**src/core/cwt_pkg.sv**
```systemverilog
/*
  Constants and types for the carrier wave timer.
  Assumes one core clock at twice the oscillator rate and a plain register port.
*/
package cwt_pkg;

  // ----------------------------------------
  // Register port offsets
  // ----------------------------------------
  localparam logic [2:0] CWT_ADDR_CTRL = 3'h0;
  localparam logic [2:0] CWT_ADDR_LOAD_BOTH = 3'h1;
  localparam logic [2:0] CWT_ADDR_RESTORE = 3'h2;
  localparam logic [2:0] CWT_ADDR_HIGH = 3'h3;
  localparam logic [2:0] CWT_ADDR_COUNT = 3'h4;
  localparam logic [2:0] CWT_ADDR_SKIP1 = 3'h5;
  localparam logic [2:0] CWT_ADDR_SKIP2 = 3'h6;
  localparam logic [2:0] CWT_ADDR_LOW = 3'h7;

  // ----------------------------------------
  // Control field positions
  // ----------------------------------------
  localparam int CWT_BIT_RUN = 0;
  localparam int CWT_BIT_SRC = 1;
  localparam int CWT_BIT_CGEN = 2;
  localparam int CWT_BIT_STRETCH = 3;

  // ----------------------------------------
  // Reset values
  // ----------------------------------------
  localparam logic [3:0] CWT_CTRL_RST = 4'h0;
  localparam logic [7:0] CWT_BYTE_RST = 8'h00;
  localparam logic [1:0] CWT_PRE_RST = 2'h0;

  // ----------------------------------------
  // Count-source timing in core cycles
  // ----------------------------------------
  localparam logic [1:0] CWT_PRE_LAST_FULL = 2'h1;
  localparam logic [1:0] CWT_PRE_LAST_HALF = 2'h3;
  localparam logic CWT_HALF_FULL = 1'h0;
  localparam logic CWT_HALF_HALF = 1'h1;

  // ----------------------------------------
  // Carrier phase
  // ----------------------------------------
  typedef enum logic [2:0] {
    CWT_PH_LOW = 3'b001,
    CWT_PH_HIGH = 3'b010,
    CWT_PH_STRETCH = 3'b100
  } cwt_phase_t;

endpackage : cwt_pkg

```
**src/core/cwt_timer.sv**
```systemverilog
/*
  Carrier wave timer: 8-bit down counter with low and high reload values,
  plain auto-reload or carrier generation, and the two underflow flags.
  Assumes core_clk runs at twice the oscillator rate, so a full-rate count
  pulse is every 2 cycles and a half-rate pulse every 4; the first timer's
  underflow arrives as a one-cycle pulse on the same clock.
*/
// How it works
// - Load-both write puts one byte into counter and low reload together.
// - Restore write copies low reload into counter, reload unchanged.
// - High reload write touches only the high reload value.
// - Plain mode: pulse at zero sets flag, reloads low, keeps counting.
// - Plain mode: one underflow each n plus one count pulses.
// - Carrier mode: output low for low reload, high for high reload.
// - Carrier mode starts low; its underflow sets flag, reloads high.
// - Each carrier underflow sets flag; reloads alternate high and low.
// - No stretch: high phase lasts n plus one count periods.
// - Stretch: high phase lasts n plus one and a half periods.
// - Low phase lasts m plus one count periods.
// - Count read returns the counter; software stops it first.
// - Each underflow sets its flag; each flag has its skip test.
// - Skip test clears a flag only when it skips, set one.
// - Stop during high phase finishes the whole high interval first.
// - Reset clears the four control bits and both flags.
// - Control bits: run, source divide, carrier enable, high stretch.
// - Clearing run outside a carrier high phase freezes the counter at its present value.
module cwt_timer (
  input wire logic core_clk,
  input wire logic resetn,
  input wire logic [2:0] addr,
  input wire logic [7:0] wr_data,
  input wire logic wr_stb,
  input wire logic rd_stb,
  output logic [7:0] rd_data,
  input wire logic first_underflow_event,
  output logic carrier_output_pin,
  output logic first_underflow_flag,
  output logic second_underflow_flag
);

  // ----------------------------------------
  // Decoding
  // ----------------------------------------

  // Count pulse for the selected source
  function automatic logic cwt_is_tick(input logic src, input logic [1:0] pre);
    cwt_is_tick = src ? (pre == cwt_pkg::CWT_PRE_LAST_HALF) : pre[0];
  endfunction : cwt_is_tick

  logic [3:0] second_timer_control_reg;
  logic [7:0] count_reg;
  logic [7:0] low_interval_reload_reg;
  logic [7:0] high_interval_reload_reg;
  logic [1:0] pre_reg;
  logic half_reg;
  cwt_pkg::cwt_phase_t phase_reg;
  logic run_bit;
  logic src_bit;
  logic cgen_bit;
  logic stretch_bit;
  logic active;
  logic tick;
  logic underflow;
  logic half_done;
  logic wr_load_both;
  logic wr_restore;
  logic wr_high;
  logic wr_ctrl;
  logic rd_skip1;
  logic rd_skip2;

  // Control fields and strobes
  assign run_bit = second_timer_control_reg[cwt_pkg::CWT_BIT_RUN];
  assign src_bit = second_timer_control_reg[cwt_pkg::CWT_BIT_SRC];
  assign cgen_bit = second_timer_control_reg[cwt_pkg::CWT_BIT_CGEN];
  assign stretch_bit = second_timer_control_reg[cwt_pkg::CWT_BIT_STRETCH];
  assign wr_ctrl = wr_stb && (addr == cwt_pkg::CWT_ADDR_CTRL);
  assign wr_load_both = wr_stb && (addr == cwt_pkg::CWT_ADDR_LOAD_BOTH);
  assign wr_restore = wr_stb && (addr == cwt_pkg::CWT_ADDR_RESTORE);
  assign wr_high = wr_stb && (addr == cwt_pkg::CWT_ADDR_HIGH);
  assign rd_skip1 = rd_stb && (addr == cwt_pkg::CWT_ADDR_SKIP1);
  assign rd_skip2 = rd_stb && (addr == cwt_pkg::CWT_ADDR_SKIP2);

  // Keep counting through a high phase after run is cleared
  assign active = run_bit || (cgen_bit && (phase_reg != cwt_pkg::CWT_PH_LOW));
  assign tick = active && (phase_reg != cwt_pkg::CWT_PH_STRETCH) && cwt_is_tick(src_bit, pre_reg);
  assign underflow = tick && (count_reg == cwt_pkg::CWT_BYTE_RST);
  assign half_done = cgen_bit && (phase_reg == cwt_pkg::CWT_PH_STRETCH)
      && (half_reg == cwt_pkg::CWT_HALF_FULL);

  // ----------------------------------------
  // Control and reload registers
  // ----------------------------------------

  // Control register write
  always_ff @(posedge core_clk or negedge resetn) begin
    if (!resetn) begin
      second_timer_control_reg <= cwt_pkg::CWT_CTRL_RST;
    end else if (wr_ctrl) begin
      second_timer_control_reg <= wr_data[3:0];
    end
  end

  // Reload registers
  always_ff @(posedge core_clk or negedge resetn) begin
    if (!resetn) begin
      low_interval_reload_reg <= cwt_pkg::CWT_BYTE_RST;
      high_interval_reload_reg <= cwt_pkg::CWT_BYTE_RST;
    end else begin
      if (wr_load_both) begin
        low_interval_reload_reg <= wr_data;
      end
      if (wr_high) begin
        high_interval_reload_reg <= wr_data;
      end
    end
  end

  // ----------------------------------------
  // Count-source prescaler and counter
  // ----------------------------------------

  // Prescaler, realigned when the low phase begins after a stretch
  always_ff @(posedge core_clk or negedge resetn) begin
    if (!resetn) begin
      pre_reg <= cwt_pkg::CWT_PRE_RST;
    end else if (!active || half_done) begin
      pre_reg <= cwt_pkg::CWT_PRE_RST;
    end else begin
      pre_reg <= pre_reg + 2'h1;
    end
  end

  // Counter: software loads win over counting
  always_ff @(posedge core_clk or negedge resetn) begin
    if (!resetn) begin
      count_reg <= cwt_pkg::CWT_BYTE_RST;
    end else if (wr_load_both) begin
      count_reg <= wr_data;
    end else if (wr_restore) begin
      count_reg <= low_interval_reload_reg;
    end else if (half_done) begin
      count_reg <= low_interval_reload_reg;
    end else if (underflow) begin
      if (cgen_bit && (phase_reg == cwt_pkg::CWT_PH_LOW)) begin
        count_reg <= high_interval_reload_reg;
      end else begin
        count_reg <= low_interval_reload_reg;
      end
    end else if (tick) begin
      count_reg <= count_reg - 8'h01;
    end
  end

  // ----------------------------------------
  // Carrier phase and output
  // ----------------------------------------

  // Phase: low, high, then optional half-period stretch
  always_ff @(posedge core_clk or negedge resetn) begin
    if (!resetn) begin
      phase_reg <= cwt_pkg::CWT_PH_LOW;
      half_reg <= cwt_pkg::CWT_HALF_FULL;
      carrier_output_pin <= 1'b0;
    end else if (!cgen_bit) begin
      phase_reg <= cwt_pkg::CWT_PH_LOW;
      carrier_output_pin <= 1'b0;
    end else begin
      case (phase_reg)
        cwt_pkg::CWT_PH_LOW: begin
          if (underflow) begin
            phase_reg <= cwt_pkg::CWT_PH_HIGH;
            carrier_output_pin <= 1'b1;
          end
        end
        cwt_pkg::CWT_PH_HIGH: begin
          if (underflow && stretch_bit) begin
            phase_reg <= cwt_pkg::CWT_PH_STRETCH;
            half_reg <= src_bit ? cwt_pkg::CWT_HALF_HALF : cwt_pkg::CWT_HALF_FULL;
          end else if (underflow) begin
            phase_reg <= cwt_pkg::CWT_PH_LOW;
            carrier_output_pin <= 1'b0;
          end
        end
        cwt_pkg::CWT_PH_STRETCH: begin
          if (half_done) begin
            phase_reg <= cwt_pkg::CWT_PH_LOW;
            carrier_output_pin <= 1'b0;
          end else begin
            half_reg <= cwt_pkg::CWT_HALF_FULL;
          end
        end
        default: begin
          phase_reg <= cwt_pkg::CWT_PH_LOW;
          carrier_output_pin <= 1'b0;
        end
      endcase
    end
  end

  // ----------------------------------------
  // Underflow flags and skip tests
  // ----------------------------------------

  // Set wins over the skip clear
  always_ff @(posedge core_clk or negedge resetn) begin
    if (!resetn) begin
      first_underflow_flag <= 1'b0;
      second_underflow_flag <= 1'b0;
    end else begin
      if (first_underflow_event) begin
        first_underflow_flag <= 1'b1;
      end else if (rd_skip1 && first_underflow_flag) begin
        first_underflow_flag <= 1'b0;
      end
      if (underflow) begin
        second_underflow_flag <= 1'b1;
      end else if (rd_skip2 && second_underflow_flag) begin
        second_underflow_flag <= 1'b0;
      end
    end
  end

  // ----------------------------------------
  // Read data, valid only the cycle after a read
  // ----------------------------------------
  always_ff @(posedge core_clk or negedge resetn) begin
    if (!resetn) begin
      rd_data <= cwt_pkg::CWT_BYTE_RST;
    end else if (rd_stb) begin
      case (addr)
        cwt_pkg::CWT_ADDR_CTRL: rd_data <= {4'h0, second_timer_control_reg};
        cwt_pkg::CWT_ADDR_HIGH: rd_data <= high_interval_reload_reg;
        cwt_pkg::CWT_ADDR_COUNT: rd_data <= count_reg;
        cwt_pkg::CWT_ADDR_SKIP1: rd_data <= {7'h00, first_underflow_flag};
        cwt_pkg::CWT_ADDR_SKIP2: rd_data <= {7'h00, second_underflow_flag};
        cwt_pkg::CWT_ADDR_LOW: rd_data <= low_interval_reload_reg;
        default: rd_data <= cwt_pkg::CWT_BYTE_RST;
      endcase
    end else begin
      rd_data <= cwt_pkg::CWT_BYTE_RST;
    end
  end
endmodule : cwt_timer

```
**config.mk**
```make
export PLATFORM = sky130hd
export DESIGN_NAME = cwt_timer
export DESIGN_NICKNAME = d
export VERILOG_FILES = /design/src/core/cwt_pkg.sv /design/src/core/cwt_timer.sv
export SDC_FILE = /design/constraint.sdc
export NUM_CORES = 1
export LEC_CHECK = 0
export BUFFER_PORTS_ARGS = -buffer_cell sky130_fd_sc_hd__clkbuf_2
export CAP_MARGIN = 20
export CORE_MARGIN = 1
export CORE_UTILIZATION = 25
export DETAILED_ROUTE_END_ITERATION = 7
export SYNTH_ARGS = -nofsm -noshare
export SYNTH_HDL_FRONTEND = slang
export SYNTH_SLANG_ARGS = --single-unit
```
**constraint.sdc**
```tcl
create_clock -name core_clk -period 4.25 [get_ports core_clk]
set_input_delay 0.85 -clock core_clk [delete_from_list [all_inputs] [get_ports core_clk]]
set_output_delay 0.85 -clock core_clk [all_outputs]
set_load 0.01 [all_outputs]
```
==> impl_metrics.yaml <==
worst_setup_path:
  cp_slowest_cell: "or4_1"
  r2r_start: "count_reg[0]"
  cp.depth: 7
  slowest_delay_ns: 0.58
  crit_path_start_kind: "register"
  critical_path.top_delay_family: "simple AND/OR/NAND/NOR gates"
  critPathMaxFanout: 6
  worst_setup_path_end_kind: "register"
  worstPathArrival_ns: 2.95
  r2r_cells: 7
  r2r-end: "count_reg[0]"
  cp_cell_sequence: "inv_1 > ha_1 > or4b_4 > or4_1 > or2_1 > o31ai_2 > a211o_1"
  path_class: "reg2reg"
  reg2reg_slack_ns: 1.54
  required_ns: 4.49
  crit_buf_inv: 1
clocking:
  clkTransAtPathRegs_ns: 0.09
  clockBufferDepth: 2
  root_buffer: "clkbuf_8"
  cts_tree: "built"
  cts.sinks: 45
  cts_buffers: 5
  cts_resized: 0
  cts.htree.levels: 2
  clock_latency_ns: 0.30
  holdBufCountCts: 0
  postCtsSetupBuffers: 0
synthesis:
  post-synth-top-count-cell: "dfrtp_1"
  synth_cells: 236
  ys_ff_latch: 45
  synth_cell_types: 50
  mappedNetlistArea_mm2: 0.002410
  synth_area_per_cell_um2: 10.21
  synthesis.nets: 254
  synth_top_area_cell: "dfrtp_1"
  synthTopCellsByArea: "dfrtp_1 46%, mux2_2 8.4%, nand2_1 5.9%"
  synth_top_cell_area_share_pct: 45.69
  synthFlopType: "dfrtp_1"
  ys_top_cells_by_count: "44 x dfrtp_1, 38 x nand2_1, 20 x nor2_1"
  async_reset_ff_share_pct: 100.0
  synth_warnings: 0
  ys_seq_area_share_pct: 46.78
  synth_edf_count: 0
floorplanning:
  start_util_pct: 25.96
  rows: 35
  design.core.area_mm2: 0.009284
  die-width_um: 100.2
  die_h_um: 100.2
  ios: 27
  die_area_mm2: 0.01004
min_path:
  whs_path_depth: 1
  holdCritPathClass: "reg2reg"
  min_from: "pre_reg[0]"
  holdPathEnd: "pre_reg[0]"
final_layout:
  nets: 278
  diodes: 0
  final_layout_size_suffix_gt1_share_pct: 22.61
  area_delta_synth_final_pct: 15.52
  final_area_mm2: 0.002784
sta:
  setup_tns_ns: 0
  period_needed_ns: 2.706
  hold_slack_ns: 0.4735
  setup_viol: 0
  slew_headroom_pct: 45.02
  max_freq_mhz: 369.5
  maxSlewViolCount: 0
  postLayoutSetupSlackWorst_ns: 1.544
  max_slew.worst_pin.slew_ns: 0.8217
  hold_viol: 0
  finalCritPeriodShare_pct: 63.67
  grt_setup_unrepaired: "false"
  fin_skew_ns: 0.008863
route:
  detail_route.first_pass.iterations: 4
  wl_um: 5897
  wire_per_inst_um: 15.12
  antenna_left: 0
  vias: 1922
  drcViolationCount: 0
  vias_per_cell: 4.928
  drtIter0Drc: 124
power:
  powerDensity_mw_per_mm2: 457.8
  netSwitchingFraction_pct: 32.53
  p_int_w: 0.0008599
  p_leak_nw: 1.223
  ir_drop_v: 0.0001812
  p_comb_share_pct: 25.3
  pwr-share-clk_pct: 25.7
  seq_power_share_pct: 49.0
  switchingPower_w: 0.0004146
place:
  place_congestion: 0.8609
  post-place-ws_ns: 1.339
  io_buffers: 26
  post_dp_cell_area_mm2: 0.002673
  post-dp-hpwl_um: 4150
global_route:
  grt_max_degree: 46
  track_usage_pct: 12.65
  grt_pass1_vias: 1910
  grt_pass1_wl_um: 9901
  antenna_found_initial: 0
  grt-ovfl-total: 0
job:
  drv_cap: 0
status:
  status: "finished, final reports clean"
[per-stage QoR]
step,utilization [%],cells,power [W]
after floorplan,-,236,0.0008456
after detailed placement,28.79,382,0.0009503
after global routing,29.99,390,0.001354
after CTS,29.99,390,0.001281
final,29.99,390,0.001275
after global placement,28.79,382,0.0009462
[worst register-to-register path, stage by stage, from the launching register on]
cell and delay [ns]:
dfrtp_1 0.44, inv_1 0.08, ha_1 0.21, or4b_4 0.49
or4_1 0.58, or2_1 0.41, o31ai_2 0.28, a211o_1 0.16
[worst max path at each step]
stage	from	end	slack [ns]
3_5_place_dp	addr[2]	count_reg[0]	1.34
2_1_floorplan	addr[1]	count_reg[0]	1.74
3_3_place_gp	addr[2]	count_reg[0]	1.42
4_1_cts	count_reg[0]	count_reg[0]	1.55
5_1_grt	count_reg[1]	count_reg[0]	1.45
6_report	count_reg[0]	count_reg[0]	1.54
[logic make-up after synthesis]
| group | Yosys count | synth area share (%) |
|---|---|---|
| adder cells (fa/ha/maj) | 2 | 1.038 |
| XOR/XNOR | 5 | 1.818 |
| AO/OA/AOI/OAI | 50 | 15.73 |
| flip-flops | 45 | 46.78 |
| buffers and inverters | 16 | 2.855 |
| AND/OR/NAND/NOR | 89 | 18.28 |
| multiplexers | 29 | 13.50 |
[layout make-up]
class	count	area [µm²]
Timing Repair Buffer	28	145.1
Inverter	5	18.77
Multi-Input combinational cell	175	1220
Sequential cell	45	1127
Fill cell	969	6500
Tap cell	129	161.4
Clock buffer	6	72.57
Clock inverter	2	38.79
[per-layer routing]
metal | global-route usage [%] | part of all wire (%) | up-vias
li1 | - | - | 922
met1 | 17.83 | 49 | 929
met2 | 18.76 | 44 | 66
met3 | 2.577 | 5.8 | 5
met4 | 5.351 | 1.4 | 0
met5 | 0 | 0 | -
[power groups by stage]
stage,Combinational [W],Sequential [W],Clock [W]
finish,0.000323,0.000625,0.000327
CTS,0.000324,0.000621,0.000336
detailed placement,0.000321,0.000629,0
global route,0.000368,0.000637,0.000349
floorplan,0.000248,0.000598,0
global placement,0.000317,0.000629,0
[cells in the final DEF (no fill, tap or decap), types with 3 or more instances in the layout]
master	instances
mux2_2	18
clkbuf_2	26
o22ai_1	5
or4_1	3
a22oi_1	4
nor2b_1	5
xnor2_1	3
a21oi_1	5
mux2i_1	10
clkbuf_8	5
dfrtp_1	44
nor4_1	4
a32oi_1	6
a211o_1	3
a221oi_1	3
a211oi_1	6
nand2_1	38
nand2b_1	4
nor2_1	20
inv_1	5
Power figures use the tool's default switching activity.
